<file path="config.mk">
export PLATFORM = sky130hd
export DESIGN_NAME = hs_ctrl
export DESIGN_NICKNAME = d
export VERILOG_FILES = /design/src/hdl/hs_pkg.sv /design/src/hdl/hs_ctrl.sv /design/src/hdl/hs_sync3.sv
export SDC_FILE = /design/constraint.sdc
export NUM_CORES = 1
export LEC_CHECK = 0
export BUFFER_PORTS_ARGS = -buffer_cell sky130_fd_sc_hd__buf_2
export CORE_MARGIN = 2
export CORE_UTILIZATION = 35
export DETAILED_ROUTE_END_ITERATION = 12
export HOLD_SLACK_MARGIN = 0.03
export PLACE_DENSITY = 0.64
export SYNTH_ARGS = -nofsm -noshare
export SYNTH_HDL_FRONTEND = slang
export SYNTH_SLANG_ARGS = --single-unit
</file>
<file path="constraint.sdc">
create_clock -name sys_clk -period 2.7 [get_ports sys_clk]
set_clock_uncertainty 0.1 [all_clocks]
set_input_delay 0.405 -clock sys_clk [delete_from_list [all_inputs] [get_ports sys_clk]]
set_output_delay 0.405 -clock sys_clk [all_outputs]
set_load 0.03 [all_outputs]
</file>
<file path="src/hdl/hs_pkg.sv">
// Constants, types and carriers for the secondary port hot-swap controller
package hs_pkg;

    // Ports and clock
    localparam int NPORT        = 2;
    localparam int CLK_HZ       = 10_000_000;

    // Flush deadline: longest time, rounded down
    localparam int FLUSH_US     = 40;
    localparam int FLUSH_CYC    = (FLUSH_US * (CLK_HZ / 1000)) / 1000;
    localparam int FLUSH_CNT_W  = 9;
    // Pin synchroniser and entry edge eat into the deadline
    localparam int PIN_LAT      = 5;

    // Port PLL lock wait: least time, rounded up
    localparam int LOCK_MS      = 5;
    localparam int LOCK_CYC     = (LOCK_MS * (CLK_HZ / 1000) + 0) / 1;
    localparam int LOCK_CNT_W   = 16;

    // Register byte offsets
    localparam logic [7:0] ADDR_CTRL_A   = 8'h00;
    localparam logic [7:0] ADDR_CTRL_B   = 8'h04;
    localparam logic [7:0] ADDR_STATUS   = 8'h08;
    localparam logic [7:0] ADDR_IRQ_STAT = 8'h0C;
    localparam logic [7:0] ADDR_IRQ_MASK = 8'h10;

    // Control register fields
    localparam int CTRL_RST_BIT = 6;
    localparam int FREQ_LSB     = 2;
    localparam int FREQ_W       = 2;

    // Reset values
    localparam logic              RST_BIT_RST = 1'b0;
    localparam logic [FREQ_W-1:0] FREQ_RST    = 2'h0;
    localparam logic [7:0]        MASK_RST    = 8'h00;
    localparam logic [31:0]       ZERO_WORD   = 32'h0000_0000;

    // Interrupt event bits, per port group
    localparam int EV_PER_PORT  = 4;
    localparam int EV_NOTICE    = 0;
    localparam int EV_FLUSHED   = 1;
    localparam int EV_TIMEOUT   = 2;
    localparam int EV_LOCKED    = 3;
    localparam int EV_W         = NPORT * EV_PER_PORT;

    // Status register bits, per port byte
    localparam int STAT_PER_PORT = 8;
    localparam int STAT_QUIESCE  = 0;
    localparam int STAT_FLUSHED  = 1;
    localparam int STAT_INRST    = 2;
    localparam int STAT_LOCKED   = 3;
    localparam int STAT_PCIX     = 4;
    localparam int STAT_PARKED   = 5;
    localparam int STAT_NOTICE   = 6;

    // Synchroniser bit layout
    localparam int SY_NOTICE    = 0;
    localparam int SY_STRAP     = 2;
    localparam int SY_LOCK      = 4;
    localparam int SY_LATER     = 6;
    localparam int SYNC_W       = 7;

    // Per-port removal sequence
    typedef enum logic [2:0] {
        HS_RUN,
        HS_FINISH,
        HS_FLUSH,
        HS_QUIET,
        HS_RESET
    } hs_state_e;

    // Bridge core towards this block, per port
    typedef struct packed {
        logic pci_busy;
        logic hl_wr_valid;
        logic hl_rd_valid;
        logic p2h_wr_pending;
        logic p2h_rd_outstanding;
    } hs_core_in_s;

    // This block towards the bridge core, per port
    typedef struct packed {
        logic        req_park;
        logic        start_inhibit;
        logic        hl_wr_drop;
        logic        hl_rd_accept;
        logic        hl_rd_zero_valid;
        logic [31:0] hl_rd_zero_data;
        logic        p2h_wr_flush;
        logic        p2h_rd_discard;
        logic        bus_rst_n;
    } hs_core_out_s;

    // State held for one port
    typedef struct packed {
        hs_state_e              state;
        logic                   rst_bit;
        logic [FREQ_W-1:0]      freq;
        logic                   pcix;
        logic                   flushed;
        logic [FLUSH_CNT_W-1:0] flush_cnt;
        logic [LOCK_CNT_W-1:0]  lock_cnt;
        logic                   lock_ok;
        logic                   rd_valid;
        logic [31:0]            rd_data;
    } hs_port_s;

    // Whole controller state
    typedef struct packed {
        hs_port_s [NPORT-1:0] port;
        logic                 init;
        logic [EV_W-1:0]      irq_stat;
        logic [EV_W-1:0]      irq_mask;
        logic [31:0]          prdata;
    } hs_state_s;

    // Three-stage synchroniser state
    typedef struct packed {
        logic [SYNC_W-1:0] s1;
        logic [SYNC_W-1:0] s2;
        logic [SYNC_W-1:0] s3;
        logic [SYNC_W-1:0] q;
    } hs_sync_s;

endpackage : hs_pkg

</file>
<file path="src/hdl/hs_ctrl.sv">
// Secondary port hot-swap controller with APB register file
//
// Implementation choices: the placing of the registers and the APB slave port.
`timescale 1ns/1ns
module hs_ctrl
    import hs_pkg::*;
#(
    parameter int unsigned LOCK_CYCLES = LOCK_CYC
)
(
    // Clock and reset
    input  wire logic               sys_clk,
    input  wire logic               nrst,
    // APB slave
    input  wire logic               psel,
    input  wire logic               penable,
    input  wire logic               pwrite,
    input  wire logic [7:0]         paddr,
    input  wire logic [31:0]        pwdata,
    output      logic               pready,
    output      logic [31:0]        prdata,
    output      logic               pslverr,
    // Card and strap pins
    input  wire logic               port_a_removal_notice,
    input  wire logic               port_b_removal_notice,
    input  wire logic [NPORT-1:0]   strap_pcix,
    input  wire logic [NPORT-1:0]   pll_locked,
    input  wire logic               later_revision_mode,
    // Bridge core
    input  wire hs_core_in_s        core_in  [NPORT],
    output      hs_core_out_s       core_out [NPORT],
    // Port PLL and mode
    output      logic [FREQ_W-1:0]  pll_freq_sel [NPORT],
    output      logic [NPORT-1:0]   port_pcix_mode,
    // Interrupt
    output      logic               irq
);

    localparam logic [LOCK_CNT_W-1:0]  LOCK_LOAD  = LOCK_CNT_W'(LOCK_CYCLES);
    localparam logic [FLUSH_CNT_W-1:0] FLUSH_LAST = FLUSH_CNT_W'(FLUSH_CYC - PIN_LAT - 1);

    hs_state_s          st_reg;
    hs_state_s          st_next;
    logic [SYNC_W-1:0]  pin_raw;
    logic [SYNC_W-1:0]  pin_q;
    logic               bus_setup;
    logic               bus_access;
    logic               bus_wr;
    logic               addr_hit;
    logic [EV_W-1:0]    ev_set;
    logic [EV_W-1:0]    ev_clr;
    logic [31:0]        status_word;
    logic [31:0]        rd_word;
    logic [7:0]         ctrl_addr;
    logic               notice;
    logic               strap;
    logic               lock_in;
    logic               later;
    logic               locked_now;
    logic               drained;

    // Pins arrive from outside the clock domain
    assign pin_raw = {later_revision_mode, pll_locked, strap_pcix,
                      port_b_removal_notice, port_a_removal_notice};

    hs_sync3 u_sync (
        .sys_clk  (sys_clk),
        .nrst     (nrst),
        .async_in (pin_raw),
        .sync_out (pin_q)
    );

    assign bus_setup  = psel & ~penable;
    assign bus_access = psel & penable;
    assign bus_wr     = bus_access & pwrite;

    // Register decode
    always_comb
    begin
        addr_hit = (paddr == ADDR_CTRL_A) || (paddr == ADDR_CTRL_B) ||
                   (paddr == ADDR_STATUS) || (paddr == ADDR_IRQ_STAT) ||
                   (paddr == ADDR_IRQ_MASK);
    end

    // Status word built from live port state
    always_comb
    begin
        status_word = ZERO_WORD;
        for (int p = 0; p < NPORT; p++)
        begin
            status_word[p*STAT_PER_PORT+STAT_QUIESCE] = st_reg.port[p].state != HS_RUN;
            status_word[p*STAT_PER_PORT+STAT_FLUSHED] = st_reg.port[p].flushed;
            status_word[p*STAT_PER_PORT+STAT_INRST]   = st_reg.port[p].state == HS_RESET;
            status_word[p*STAT_PER_PORT+STAT_LOCKED]  = st_reg.port[p].lock_ok;
            status_word[p*STAT_PER_PORT+STAT_PCIX]    = st_reg.port[p].pcix;
            status_word[p*STAT_PER_PORT+STAT_PARKED]  = core_out[p].req_park;
            status_word[p*STAT_PER_PORT+STAT_NOTICE]  = pin_q[SY_NOTICE+p];
        end
    end

    // Read mux, sampled in the setup cycle
    always_comb
    begin
        rd_word = ZERO_WORD;
        unique case (paddr)
            ADDR_CTRL_A:
            begin
                rd_word[CTRL_RST_BIT]              = st_reg.port[0].rst_bit;
                rd_word[FREQ_LSB +: FREQ_W]        = st_reg.port[0].freq;
            end
            ADDR_CTRL_B:
            begin
                rd_word[CTRL_RST_BIT]              = st_reg.port[1].rst_bit;
                rd_word[FREQ_LSB +: FREQ_W]        = st_reg.port[1].freq;
            end
            ADDR_STATUS:   rd_word = status_word;
            ADDR_IRQ_STAT: rd_word[EV_W-1:0] = st_reg.irq_stat;
            ADDR_IRQ_MASK: rd_word[EV_W-1:0] = st_reg.irq_mask;
            default:       rd_word = ZERO_WORD;
        endcase
    end

    // Next state of the whole controller
    always_comb
    begin
        st_next    = st_reg;
        ev_set     = '0;
        ev_clr     = '0;
        ctrl_addr  = ADDR_CTRL_A;
        notice     = 1'b0;
        strap      = 1'b0;
        lock_in    = 1'b0;
        locked_now = 1'b0;
        drained    = 1'b0;
        later      = pin_q[SY_LATER];
        st_next.init = 1'b1;

        for (int p = 0; p < NPORT; p++)
        begin
            ctrl_addr = (p == 0) ? ADDR_CTRL_A : ADDR_CTRL_B;
            notice    = pin_q[SY_NOTICE+p];
            strap     = pin_q[SY_STRAP+p];
            lock_in   = pin_q[SY_LOCK+p];
            st_next.port[p].rd_valid = 1'b0;

            // Zero-data answer one cycle after the request
            if (st_reg.port[p].state != HS_RUN && core_in[p].hl_rd_valid)
            begin
                st_next.port[p].rd_valid = 1'b1;
                st_next.port[p].rd_data  = ZERO_WORD;
            end

            // Software control write; frequency only while held in reset
            if (bus_wr && paddr == ctrl_addr)
            begin
                st_next.port[p].rst_bit = pwdata[CTRL_RST_BIT];
                if (later && st_reg.port[p].rst_bit &&
                    pwdata[FREQ_LSB +: FREQ_W] != st_reg.port[p].freq)
                begin
                    st_next.port[p].freq     = pwdata[FREQ_LSB +: FREQ_W];
                    st_next.port[p].lock_cnt = LOCK_LOAD;
                end
            end
            else if (st_reg.port[p].lock_cnt != '0)
            begin
                st_next.port[p].lock_cnt = st_reg.port[p].lock_cnt - 1'b1;
            end

            // Lock is only believed once the wait has run out
            locked_now = (st_next.port[p].lock_cnt == '0) && lock_in;
            st_next.port[p].lock_ok = locked_now;
            if (locked_now && !st_reg.port[p].lock_ok)
            begin
                ev_set[p*EV_PER_PORT+EV_LOCKED] = 1'b1;
            end

            // Mode strap: first value after reset, later only in port reset
            if (!st_reg.init)
            begin
                st_next.port[p].pcix = strap;
            end
            else if (st_reg.port[p].state == HS_RESET && later)
            begin
                st_next.port[p].pcix = strap;
            end

            drained = !core_in[p].p2h_wr_pending && !core_in[p].p2h_rd_outstanding;

            if (st_next.port[p].rst_bit && st_reg.port[p].state != HS_RESET)
            begin
                st_next.port[p].state = HS_RESET;
            end
            else
            begin
                unique case (st_reg.port[p].state)
                    HS_RUN:
                    begin
                        if (notice)
                        begin
                            ev_set[p*EV_PER_PORT+EV_NOTICE] = 1'b1;
                            st_next.port[p].flush_cnt = '0;
                            st_next.port[p].flushed   = 1'b0;
                            st_next.port[p].state     = HS_FINISH;
                        end
                    end
                    HS_FINISH, HS_FLUSH:
                    begin
                        st_next.port[p].flush_cnt = st_reg.port[p].flush_cnt + 1'b1;
                        if (st_reg.port[p].state == HS_FINISH && !core_in[p].pci_busy)
                        begin
                            st_next.port[p].state = HS_FLUSH;
                        end
                        else if (st_reg.port[p].state == HS_FLUSH && drained)
                        begin
                            st_next.port[p].flushed = 1'b1;
                            st_next.port[p].state   = HS_QUIET;
                            ev_set[p*EV_PER_PORT+EV_FLUSHED] = 1'b1;
                        end
                        // A stuck bus must not hold the host past the deadline
                        if (st_next.port[p].state != HS_QUIET &&
                            st_reg.port[p].flush_cnt >= FLUSH_LAST)
                        begin
                            st_next.port[p].state = HS_QUIET;
                            ev_set[p*EV_PER_PORT+EV_TIMEOUT] = 1'b1;
                        end
                    end
                    HS_QUIET:
                    begin
                        st_next.port[p].state = HS_QUIET;
                    end
                    HS_RESET:
                    begin
                        if (!st_next.port[p].rst_bit)
                        begin
                            st_next.port[p].flushed = 1'b0;
                            st_next.port[p].state   = HS_RUN;
                        end
                    end
                endcase
            end
        end

        // Interrupt mask and write-one-to-clear status
        if (bus_wr && paddr == ADDR_IRQ_MASK)
        begin
            st_next.irq_mask = pwdata[EV_W-1:0];
        end
        if (bus_wr && paddr == ADDR_IRQ_STAT)
        begin
            ev_clr = pwdata[EV_W-1:0];
        end
        // Set beats clear so no event is lost
        st_next.irq_stat = (st_reg.irq_stat & ~ev_clr) | ev_set;

        if (bus_setup)
        begin
            st_next.prdata = rd_word;
        end
    end

    always_ff @(posedge sys_clk)
    begin
        if (!nrst)
        begin
            st_reg <= '0;
        end
        else
        begin
            st_reg <= st_next;
        end
    end

    // APB answer: zero wait states
    assign pready  = bus_access;
    assign pslverr = bus_access & ~addr_hit;
    assign prdata  = st_reg.prdata;
    assign irq     = |(st_reg.irq_stat & st_reg.irq_mask);

    // Per-port outputs towards the bridge core
    generate
        for (genvar g = 0; g < NPORT; g++)
        begin : g_port
            logic quiet;
            logic parked;
            assign quiet  = st_reg.port[g].state != HS_RUN;
            assign parked = st_reg.port[g].state == HS_FLUSH ||
                            st_reg.port[g].state == HS_QUIET;
            assign core_out[g].req_park         = parked;
            assign core_out[g].start_inhibit    = quiet;
            assign core_out[g].hl_wr_drop       = quiet & core_in[g].hl_wr_valid;
            assign core_out[g].hl_rd_accept     = quiet & core_in[g].hl_rd_valid;
            assign core_out[g].hl_rd_zero_valid = st_reg.port[g].rd_valid;
            assign core_out[g].hl_rd_zero_data  = st_reg.port[g].rd_data;
            assign core_out[g].p2h_wr_flush     = quiet;
            assign core_out[g].p2h_rd_discard   = quiet;
            assign core_out[g].bus_rst_n        = ~st_reg.port[g].rst_bit;
            // Any value in range goes to the PLL; field only picks the band
            assign pll_freq_sel[g]              = st_reg.port[g].freq;
            assign port_pcix_mode[g]            = st_reg.port[g].pcix;
        end
    endgenerate

endmodule : hs_ctrl

</file>
<file path="src/hdl/hs_sync3.sv">
// Three-stage input synchroniser with agreement filter
`timescale 1ns/1ns
module hs_sync3
    import hs_pkg::*;
(
    // Clock and reset
    input  wire logic              sys_clk,
    input  wire logic              nrst,
    // Asynchronous inputs and their clean copy
    input  wire logic [SYNC_W-1:0] async_in,
    output      logic [SYNC_W-1:0] sync_out
);

    hs_sync_s st_reg;
    hs_sync_s st_next;

    // Out of reset, output only moves once stages two and three agree
    always_comb
    begin
        st_next    = st_reg;
        st_next.s1 = async_in;
        st_next.s2 = st_reg.s1;
        st_next.s3 = st_reg.s2;
        for (int i = 0; i < SYNC_W; i++)
        begin
            if (st_reg.s2[i] == st_reg.s3[i])
            begin
                st_next.q[i] = st_reg.s3[i];
            end
        end
        // Follow the pins in reset so straps are valid at release
        if (!nrst)
        begin
            st_next.q = st_reg.s3;
        end
    end

    // No clear in reset: a cleared stage would hide the strap at release
    always_ff @(posedge sys_clk)
    begin
        st_reg <= st_next;
    end

    assign sync_out = st_reg.q;

endmodule : hs_sync3

</file>
==> results.md, run 1 <==
Critical path:
- The critical path capture point type is a primary output.
- The worst setup path is launched from a register.
- For the worst setup path, the data required time is 2.19 ns.
- The critical path in this run is classified as reg2out.
- Broken down by cell family, the worst path's largest delay share belongs to simple AND/OR/NAND/NOR gates.
- For the worst setup path, the data arrival time is 2.10 ns.
- The slowest stage of the critical path belongs to the cell nor2_1.
- The combined buffer and inverter count along the critical path is 2.
- The critical path goes through or2_2 -> nor2_1 -> inv_1 -> and2_1 -> buf_2.
- The logic depth of the worst setup path including buffers is 5.
- For this run, the slowest stage of the critical path takes 0.44 ns.
- The highest fanout seen on the critical path is 9.
- The minimum setup slack among reg-to-reg paths is 0.19 ns.
- The number of cells on the worst reg-to-reg path is 11.

Yosys:
- In the synthesized netlist, the number of instances is 824.
- The sequential-to-total area share from yosys stat is 38.8%.
- The top cell type's share of synthesized area is 35.7%.
- The synthesized design spends more area on one cell type than any other, namely dfxtp_1.
- The number of synthesized flops with an enable pin is 7.
- Among all cell types in the netlist, the one instantiated most often is dfxtp_1.
- The mean cell area of the mapped netlist is 8.37 µm².
- Among all flip-flop cells after synthesis, the most frequent one is dfxtp_1.
- The number of synthesized register bits is 130.
- After synthesis, the cell types taking the most area are dfxtp_1 (36%), buf_4 (12%), nand2_1 (4.5%), nor2_1 (4.2%), a21oi_1 (3.3%).
- The Yosys step of the flow raised 0 warnings.
- The cell area that synthesis handed to floorplanning was 0.00690 mm².
- The share of flip-flops with an asynchronous set or reset after synthesis is 0%.
- Counting instances in the post-synthesis netlist gives the leading cell types as dfxtp_1 (123), buf_4 (114), nand2_1 (83).
- The synthesized netlist contains 64 unique library cells.

Routing:
- The detailed-route via count is 5,756.
- Detailed routing placed a total of 1.19 mm of wire on met3.
- The iteration count of the initial detailed-routing pass is 8.
- The top layer reached by signal wires is met4.
- After detailed routing, the met2 layer carries 7.19 mm of wire.
- The wire length the detailed router placed on met1 is 7.71 mm.
- Dividing the detail-routed via count by the number of cells gives 4.92.
- The count of nets left with antenna violations once routing finished came out at 0.
- The final routed wire length divided by cell count is 14.0 µm.
- The detailed router finished its first iteration with 458 violations.
- The sum of routed wire length over all layers is 16.4 mm.
- The DRC violation count after routing is 0.

STA:
- The final cycle utilization of the critical path is 96.5%.
- At the pin with the least slew margin, the transition time is 0.598 ns.
- Setup violations remaining at the end of the flow were counted as 0.
- Adding up every negative setup slack in the final design gives 0 ns.
- The final number of max-transition violations came to 0.
- Timing would allow up to 384 MHz.
- Setup repair after global routing left no endpoint under its margin.
- The final period demand of the worst path is 2.61 ns.
- The final count of hold timing violations is 0.
- The worst path meets setup with 0.0940 ns of slack.
- The worst pin sits at a relative slew slack of 59.9%.

Placement:
- The final weighted congestion in routability-driven placement is 0.826.
- The pre-CTS worst setup slack is 0.0225 ns.
- Port buffering added 77 buffers.
- After legalization and detailed placement, the total HPWL measured 12.0 mm.
- The number of placed instances, taps included is 1,132.

Floorplan:
- The site row count is 51.
- During I/O placement, the number of pins put on the boundary was 183.
- The area of the die is 0.0208 mm².
- The die is 144 µm tall.
- The x dimension of the die is 144 µm.
- In this run the standard cell core region covers 0.0194 mm².
- The initial utilization of the core area, before any placement, comes to 35.6%.

Final layout:
- The fraction of layout instances using a drive strength above 1 is 18.7%.
- The final antenna diode count is 0.
- The register with the most flip-flops in the layout has 79 of them.
- The final layout contains 963 nets.
- The final cell count without fillers is 1,171.
- The area growth from synthesis to layout is 14.3%.

CTS:
- The level count of the clock H-tree is 4.
- The clock tree from TritonCTS is done.
- The number of setup buffers added after CTS is 0.
- The clock insertion delay at the later pin of the skew report is 0.42 ns.
- Clock-pin slew was measured on the worst setup and hold paths at 0.06 ns.
- The TritonCTS sink count is 130.
- The clock passes through at most 2 buffers.
- The root buffer cell chosen for the clock tree is clkbuf_16.
- In this run, CTS created clock tree buffers numbering 17.

Power:
- The cell leakage power is 3.34 nW.
- The peak ir drop on the vdd network is 0.463 mV.
- In this run the power density over the cells is 893 mW/mm².
- The design draws 0.00704 W.

GRT:
- The first global-routing pass estimated 26.2 mm of wire.
- Entering global routing, the biggest net connects 65 pins.
- The initial antenna violation count came to 0.
- The total overflow left after global routing is 0.
- The overall global routing resource usage is 16.1%.
- The number of global-route vias before repair is 5,137.

Min path:
- The hold path depth is 2.
- The type of the worst min-delay path is in2reg.

Flow run:
- The number of maximum-capacitance constraint violations is 0.

Status:
- The run finished with clean final reports.
==> per-stage QoR <==
stage                     instance area [µm²]  util [%]  hold slack (ns)
after floorplan                          7200         -            0.210
after global placement                   7200      37.1            0.212
after detailed placement                 7200      37.1            0.213
after CTS                                7850      40.5            0.103
after global routing                     7880      40.6            0.115
final                                    7880      40.6            0.125
==> layout by cell type, fill, tap and decap left out, types with 11 or more instances in the layout <==
| cell | netlist | final |
|---|---|---|
| clkbuf_16 | 0 | 17 |
| mux2i_1 | 12 | 12 |
| buf_2 | 4 | 77 |
| dfxtp_1 | 123 | 122 |
| inv_1 | 18 | 18 |
| or3_1 | 11 | 11 |
| o21ai_0 | 24 | 24 |
| nor2_1 | 78 | 78 |
| and3_1 | 12 | 12 |
| nand3_1 | 32 | 31 |
| a21oi_1 | 46 | 46 |
| a211oi_1 | 11 | 11 |
| xor2_1 | 22 | 22 |
| nor3_1 | 28 | 27 |
| buf_4 | 114 | 35 |
| conb_1 | 1 | 81 |
| and2_1 | 14 | 14 |
| nand2_1 | 83 | 83 |
| nand4_1 | 20 | 20 |
==> path summary, 6_finish.rpt <==
check,start,end
worst max register to register,st_reg[83],st_reg[43]
worst max-delay path,st_reg[114],core_out[76]
worst min register to register,u_sync.st_next[16],u_sync.st_next[9]
worst min-delay path,core_in[7],core_out[75]
==> repair_timing <==
action                     4_1_cts  5_1_grt
setup endpoints to repair        0        2
hold endpoints to repair         7        0
hold buffers                     7        0
resized for setup                0        6
==> power breakdown <==
part           total, W  leakage [nW]  switching (W)  internal (W)
clock network   0.00226         0.279       0.000879       0.00138
logic           0.00236          1.98        0.00141      0.000953
registers       0.00242          1.08       0.000246       0.00217
total           0.00704          3.34        0.00254       0.00451
==> kinds of logic after synthesis <==
group	count (synthesis)	synth area share (%)
simple gates	327	23.7
buf+inv	169	15.5
compound gates	145	14.6
flops	130	38.8
xor+xnor	27	3.43
mux	17	2.56
fa+ha+maj	8	1.45
other cells	1	0.0544
==> layout make-up <==
| cell class | instances | area, µm² |
|---|---|---|
| fillers | 2008 | 11500 |
| well taps | 265 | 332 |
| repair buffers | 120 | 738 |
| clock inverters | 13 | 138 |
| flip-flops and latches | 130 | 2670 |
| clock buffers | 19 | 443 |
| multi-input cells | 605 | 3490 |
| inverters | 19 | 71.3 |
==> layer usage <==
metal / vias up / track usage [%]
met1: 2673 / 22.1
met5: - / 0
met3: 19 / 4.40
met4: 0 / 5.88
met2: 205 / 24.1
li1: 2859 / -
(Power assumes the default switching activity.)
==> inputs of run 2 (changes only) <==
CELL_PAD_IN_SITES_DETAIL_PLACEMENT = 0   (was not set)
CELL_PAD_IN_SITES_GLOBAL_PLACEMENT = 1   (was not set)
GPL_TIMING_DRIVEN = 0   (was not set)
PLACE_DENSITY = 0.8   (was 0.64)
==> results.md, run 2 (synthesis gave the netlist of run 1 again) <==
Final layout:
- The fill cell total of the finished layout was 1,992 (-0.80%).
- The area used by sequential logic in the layout is 0.00267 mm² (about the same).
- The flip-flop count of the largest register, all copies and words added is 79 (unchanged).
- The fraction of layout instances using a drive strength above 1 is 25.1% (+6.5 points).
- The area growth from synthesis to layout is 26.5%.
- The final cell count without fillers is 1,279 (+9.2%).
- The final layout net count is 1,071 (+11%).
- The area of combinational cells with multiple inputs is 0.00356 mm² (+2.1%).
- Leaving out fill and tap cells, the most frequent cells in the layout are dfxtp_1 (123), buf_4 (114), nand2_1 (82), conb_1 (81), buf_2 (78).
- Leaving out fill and tap cells, the most frequent cell in the layout is dfxtp_1.
- The final antenna diode count came to 0 (unchanged).

CTS:
- The number of CTS-inserted buffers was 17 (unchanged).
- The TritonCTS sink count is 130 (unchanged).
- The clock slew at the register clock pins of the worst setup and hold paths is 0.06 ns (about the same).
- The clock tree from TritonCTS is done.
- The maximum clock path buffer count is 2 (unchanged).
- The level count of the clock H-tree came to 4 (unchanged).
- The clock insertion delay at the later pin of the skew report is 0.42 ns (about the same).
- The root cell of the clock tree is clkbuf_16.

STA:
- The worst slew slack as a fraction of its limit is 50.2% (-9.8 points).
- The final total negative setup slack is 0 ns (unchanged).
- The final number of setup-violating endpoints is 0 (unchanged).
- The upper clock frequency limit is 395 MHz (+2.8%).
- The final count of hold timing violations is 0 (unchanged).
- The final number of max-transition violations is 0 (unchanged).
- The final cycle utilization of the critical path is 93.9% (-2.6 points).
- The final period demand of the worst path is 2.53 ns (-0.0714 ns).
- The worst-margin pin slew was 0.747 ns (+0.149 ns).

Routing:
- The met3 routed wirelength is 1.17 mm (-2.1%).
- The initial DRC count is 465 (+1.5%).
- The wire length the detailed router placed on met1 was 8.52 mm (+11%).
- The top layer reached by signal wires is met4.
- The number of antenna-violating nets in the routed design came to 0 (unchanged).
- The sum of met2 wire segment lengths after detailed routing is 8.15 mm (+13%).
- The iteration count of the initial detailed-routing pass is 9 (+1).
- The via density per instance came to 4.78 (-2.7%).
- The final routed wire length divided by cell count is 14.2 µm (+1.7%).
- The sum of routed wire length over all layers was 18.2 mm (+11%).
- The DRC violation count after routing is 0 (unchanged).
- The detailed-route via count is 6,116 (+6.3%).

Floorplan:
- The boundary pin count came to 183 (unchanged).
- The area of the die is 0.0208 mm² (unchanged).
- The starting density of the core came to 35.6% (unchanged).
- The core box area is 0.0194 mm² (unchanged).
- The die height is 144 µm (unchanged).
- The x dimension of the die is 144 µm (unchanged).
- The site row count is 51 (unchanged).

Power:
- The cell leakage power is 3.88 nW (+16%).
- The peak ir drop on the vdd network is 0.437 mV (-5.7%).
- The total power per unit cell area is 859 mW/mm² (-3.8%).

Critical path:
- The arrival time at the worst endpoint is 2.80 ns (+0.70 ns).
- The required time at the endpoint of the critical path is 2.96 ns (+0.77 ns).
- The worst setup path is of the reg2reg kind.
- The worst reg-to-reg path cell count was 8 (-3).
- The minimum setup slack among reg-to-reg paths was 0.17 ns (-0.02 ns).
- The start point of the critical path is st_reg[89].
- The end of the critical path is st_reg[43].
- The critical path capture point type is a register.
- The worst register-to-register path begins at st_reg[89].
- The worst register-to-register path ends at st_reg[43].
- The highest fanout seen on the critical path came to 10 (+1).
- The startpoint kind of the worst setup timing path is a register.

GRT:
- The number of global-route vias before repair is 5,481 (+6.7%).
- The maximum number of pins on one net before global-route repair is 17 (-74%).
- The remaining global-route overflow was 0 (unchanged).
- The overall global routing resource usage is 18.0% (+1.9 points).
- The wire length of the first global-routing pass is 28.8 mm (+10%).
- The initial antenna violation count was 0 (unchanged).

Placement:
- The detailed placement HPWL was 13.3 mm (+12%).
- The final weighted congestion in routability-driven placement is 0.865 (+4.7%).
- The quantity of I/O buffers inserted on ports is 74 (-3.9%).
- The number of placed instances, taps included came to 1,243 (+9.8%).

Flow run:
- The number of maximum-capacitance constraint violations was 0 (unchanged).

Min path:
- The startpoint of the worst hold path is core_in[2].
- The min-delay analysis places its worst path in the category in2reg.

Status:
- The run finished with clean final reports.
==> run 2: changes by cell type in the layout (fill, tap and decap cells not counted), sizes merged <==
cell | before | now
clkinvlp | 3 | 0
clkinv | 8 | 9
clkbuf | 19 | 46
bufinv | 2 | 6
buf | 113 | 192
==> run 2: timing repair <==
item / in CTS / in global routing
endpoints found under the setup margin: 3 / 14
buffers inserted: 0 / 0
hold buffers: 7 / 0
hold endpoints to repair: 7 / 0
pin swaps: 2 / 4
gates resized for setup: 7 / 11
==> run 2: layout make-up <==
| type | instances | area share, % |
|---|---|---|
| repair buffers | 81 | 5.05 |
| multi-input cells | 605 | 40.8 |
| well taps | 265 | 3.80 |
| inverters | 19 | 0.817 |
| flip-flops and latches | 130 | 30.6 |
| plain buffers | 147 | 11.3 |
| clock inverters | 15 | 2.74 |
| clock buffers | 17 | 4.87 |
==> run 2: worst min-delay path by stage <==
stage / endpoint / slack [ns] / depth (start not counted)
3_3_place_gp: u_sync.st_next[10] / 0.21 / 0
3_5_place_dp: u_sync.st_next[11] / 0.21 / 0
6_report: core_out[35] / 0.12 / 2
4_1_cts: core_out[35] / 0.11 / 2
2_1_floorplan: u_sync.st_next[10] / 0.21 / 0
5_1_grt: core_out[35] / 0.11 / 2
==> run 2: worst max-delay path, cell delays in order, from the launching register on <==
cell     delay [ns]
dfxtp_1        0.29
buf_2          0.16
nor4_2         0.43
nand4_4        0.25
nand2_1        0.23
mux2i_1        0.10
or3_1          0.42
nor4_4         0.32
a32o_1         0.16
==> run 2: metal layers <==
metal / vias up / GRT usage [%]
met5: - / 0
met4: 0 / 5.98
met3: 21 / 4.40
met2: 201 / 27.7
met1: 2812 / 24.6
li1: 3082 / -
==> run 2: power by group <==
| group | internal [W] | leakage, nW | switching (W) | total (W) |
|---|---|---|---|---|
| Clock | 0.00172 | 0.328 | 0.000870 | 0.00259 |
| Combinational | 0.000998 | 2.47 | 0.00148 | 0.00247 |
| Sequential | 0.00217 | 1.08 | 0.000260 | 0.00243 |
==> run 2: stage by stage <==
step           setup slack, ns  utilization, %  cell area, µm²  hold slack (ns)  power (W)
6_report                 0.165            45.0            8730            0.124    0.00750
5_1_grt               -0.00261            45.0            8730            0.112    0.00798
4_1_cts                0.00462            44.7            8670            0.109    0.00745
3_5_place_dp            -0.433            40.7            7900            0.212    0.00477
3_3_place_gp            -0.429            40.7            7900            0.212    0.00476
2_1_floorplan            0.256               -            7200            0.210    0.00427
==> inputs of run 3 (changes only) <==
ABC_AREA = 1   (was not set)
PLACE_DENSITY = 0.82   (was 0.8)
==> results.md, run 3 <==
CTS:
- The clock slew at the register clock pins of the worst setup and hold paths is 0.06 ns (about the same).
- The clock insertion delay at the later pin of the skew report was 0.42 ns (about the same).
- The clock tree from TritonCTS is done.
- The TritonCTS sink count is 130 (unchanged).
- The maximum clock path buffer count was 2 (unchanged).
- The level count of the clock H-tree is 4 (unchanged).
- The number of CTS-inserted buffers came to 17 (unchanged).
- In this run the clock root is driven by a clkbuf_16.
- The number of instances resized during post-cts repair is 0 (-7).

Critical path:
- The signal on the critical path passes through nor2_1 -> inv_1 -> nor2_1 -> inv_1 -> buf_4 -> buf_2.
- The highest fanout seen on the critical path is 6 (-4).
- The maximum cell stage delay along the critical path is 0.35 ns (-0.08 ns).
- The type of the worst setup path is reg2out.
- The startpoint kind of the worst setup timing path is a register.
- The highest-delay cell along the critical path is nor2_1.
- The required time at the endpoint of the critical path is 2.19 ns (-0.77 ns).
- The critical path capture point type is a primary output.
- The arrival time at the worst endpoint was 1.83 ns (-0.97 ns).

GRT:
- The remaining global-route overflow is 0 (unchanged).
- The maximum number of pins on one net before global-route repair came to 17 (unchanged).
- The overall global routing resource usage came to 17.7% (-0.24 points).
- The number of global-route vias before repair came to 6,428 (+17%).
- The initial antenna violation count is 0 (unchanged).
- The wire length of the first global-routing pass was 31.6 mm (+9.8%).

Placement:
- The standard cell area after detailed placement was 0.00848 mm² (+7.4%).
- The quantity of I/O buffers inserted on ports is 77 (+4.1%).
- The number of placed instances, taps included came to 1,522 (+22%).
- The final weighted congestion in routability-driven placement is 0.839 (-3.1%).
- The detailed placement HPWL was 14.9 mm (+12%).

STA:
- The worst-margin pin slew was 0.773 ns (+0.0252 ns).
- The final cycle utilization of the critical path is 86.4% (-7.5 points).
- The final number of setup-violating endpoints is 0 (unchanged).
- The final count of hold timing violations was 0 (unchanged).
- Setup repair after global routing left no endpoint under its margin.
- The final period demand of the worst path is 2.33 ns (-0.203 ns).
- The final total negative setup slack came to 0 ns (unchanged).
- The worst-case hold slack is 0.136 ns (+0.0122 ns).
- The worst slew slack as a fraction of its limit is 48.5% (-1.7 points).
- The upper clock frequency limit came to 429 MHz (+8.7%).
- The final number of max-transition violations is 0 (unchanged).

Yosys:
- In the post-synthesis netlist, the cell with the most instances is nand2_1.
- The dominant combinational cell family by area after synthesis is simple AND/OR/NAND/NOR gates.
- The number of synthesized flops with an enable pin is 7 (unchanged).
- The combined area of all synthesized cells is 0.00745 mm² (+8.1%).
- The share of flip-flops with an asynchronous set or reset after synthesis is 0% (unchanged).
- The sequential-to-total area share from yosys stat was 35.9% (-2.9 points).
- The mux share of post-synthesis cell area came to 0% (-2.6 points).
- The post-synthesis xor/xnor area fraction is 2.12% (-1.3 points).
- The fraction of the mapped netlist area in compound gates is 11.0% (-3.5 points).
- The number of synthesized register bits was 130 (unchanged).
- The post-synthesis cell type count is 47 (-27%).
- The synthesized instance count is 1,090 (+32%).
- The post-synthesis cell type with the largest combined area is dfxtp_1.
- The dominant synthesized flop cell is dfxtp_1.
- The area share of and/or/nand/nor cells after synthesis was 30.3% (+6.5 points).
- In the post-synthesis netlist, the biggest area contributors are dfxtp_1 (33%), buf_4 (12%), nand2_1 (11%), nor2_1 (7.8%), nand3_1 (6.2%).
- The mean cell area of the mapped netlist is 6.84 µm² (-18%).
- The area share of fa/ha/maj cells after synthesis is 1.34% (-0.11 points).
- The top cell type's share of synthesized area is 33.0% (-2.7 points).
- The commonest cells after synthesis are nand2_1 (222), nor2_1 (155), dfxtp_1 (123).
- The warning count from the yosys run is 0 (unchanged).

Final layout:
- The finished layout cell area is 0.00914 mm² (+4.8%).
- The final layout net count is 1,344 (+25%).
- The area growth from synthesis to layout is 22.7%.
- The fraction of layout instances using a drive strength above 1 is 19.3% (-5.9 points).
- The flip-flop count of the largest register, all copies and words added is 79 (unchanged).
- The final antenna diode count came to 0 (unchanged).
- In the layout the commonest cells are nand2_1 (222), nor2_1 (155), dfxtp_1 (123), inv_1 (120), buf_4 (115).
- The library cell used most frequently in the layout, excluding fill and tap cells, is nand2_1.
- The final cell count without fillers is 1,562 (+22%).

Power:
- The peak ir drop on the vdd network is 0.450 mV (+3.2%).
- The internal power is 0.00472 W (-3.5%).
- The combinational share of power is 41.3% (+8.3 points).
- The cell leakage power is 4.61 nW (+19%).
- The switching fraction of total power is 41.2% (+6.5 points).
- The total power per unit cell area is 878 mW/mm² (+2.2%).
- The portion of total power attributed to sequential cells came to 30.4% (-2.0 points).
- The switching component of the power is 0.00331 W (+27%).
- The clock power share is 28.3% (-6.3 points).
- The total power draw was 0.00803 W (+7.1%).

Floorplan:
- The x dimension of the die was 150 µm (+3.8%).
- The die height is 150 µm (+3.8%).
- The starting density of the core is 35.6% (about the same).
- The site row count was 53 (+3.9%).
- The core box area came to 0.0210 mm² (+8.0%).
- The area of the die is 0.0225 mm² (+7.8%).
- The boundary pin count is 183 (unchanged).

Routing:
- The detailed-route via count was 7,059 (+15%).
- The number of antenna-violating nets in the routed design is 0 (unchanged).
- The via density per instance is 4.52 (-5.5%).
- The iteration count of the initial detailed-routing pass is 5 (-4).
- The DRC violation count after routing is 0 (unchanged).
- The sum of routed wire length over all layers was 19.5 mm (+7.1%).
- The initial DRC count came to 418 (-10%).
- The final routed wire length divided by cell count was 12.5 µm (-12%).

Min path:
- The path class of the tightest hold or removal check is in2reg.

Status:
- The flow ran to the end, and the final reports show no timing, DRC or antenna violations.

Flow run:
- The number of maximum-capacitance constraint violations was 0 (unchanged).
==> run 3: cell count changes after synthesis, moves of 10 or more <==
cell | previous run | this run
a21oi_1 | 46 | 68
o21ai_0 | 24 | 53
or3_1 | 11 | 0
inv_1 | 18 | 120
and2_1 | 14 | 0
and3_1 | 12 | 1
nand3_1 | 32 | 92
nor2_1 | 78 | 155
nand2_1 | 83 | 222
xor2_1 | 22 | 12
mux2i_1 | 12 | 0
nor3_1 | 28 | 18
clkbuf_1 | 32 | 11
==> run 3: critical path, delay by kind of cell, from the launching register on <==
kind / cells / cell delay (ns)
buf+inv: 4 / 0.60
flops: 1 / 0.33
simple gates: 2 / 0.49
==> run 3: metrics by stage <==
step | worst slack, ns | util, %
after floorplan | 0.640 | -
after global placement | 0.227 | 40.5
after detailed placement | 0.203 | 40.5
after CTS | 0.319 | 43.6
after global routing | 0.164 | 43.6
final | 0.368 | 43.6
==> run 3: cells by family (layout without fill, tap and decap cells) <==
family	after synthesis	after routing
simple gates	525	525
flops	130	130
compound gates	148	148
buf+inv	260	377
xor+xnor	18	18
fa+ha+maj	8	8
other cells	1	81
==> run 3: final timing paths <==
check	from	endpoint	slack, ns	depth (start not counted)
max	st_reg[114]	core_out[42]	0.37	6
min	core_in[2]	core_out[35]	0.14	3
max reg2reg	st_reg[83]	st_reg[82]	0.43	13
min reg2reg	u_sync.st_next[18]	u_sync.st_next[11]	0.23	0
==> run 3: metal layers <==
| metal | global-route usage, % | wire (µm) |
|---|---|---|
| met5 | 0 | 0 |
| met4 | 6.08 | 303 |
| met3 | 2.96 | 845 |
| met2 | 28.7 | 8830 |
| met1 | 23.9 | 9480 |
==> run 3: cell type report <==
class                           count  area [µm²]
Clock buffer                       20         447
Tap cell                          275         344
Timing Repair Buffer               85         465
Sequential cell                   130        2670
Multi-Input combinational cell    780        3640
Inverter                          124         465
Fill cell                        2256       11800
Clock inverter                     12         134
Buffer                            136         975
==> run 3: timing repair <==
item                      in CTS  in global routing
hold endpoints to repair       8                  0
hold buffers                   8                  0
buffers inserted               0                  0
==> run 3: power groups by stage <==
stage | Clock (W) | Combinational [W] | Sequential, W
2_1_floorplan | 0 | 0.00263 | 0.00240
6_report | 0.00228 | 0.00332 | 0.00244
3_3_place_gp | 0 | 0.00327 | 0.00247
3_5_place_dp | 0 | 0.00328 | 0.00247
4_1_cts | 0.00231 | 0.00331 | 0.00243
5_1_grt | 0.00241 | 0.00383 | 0.00247
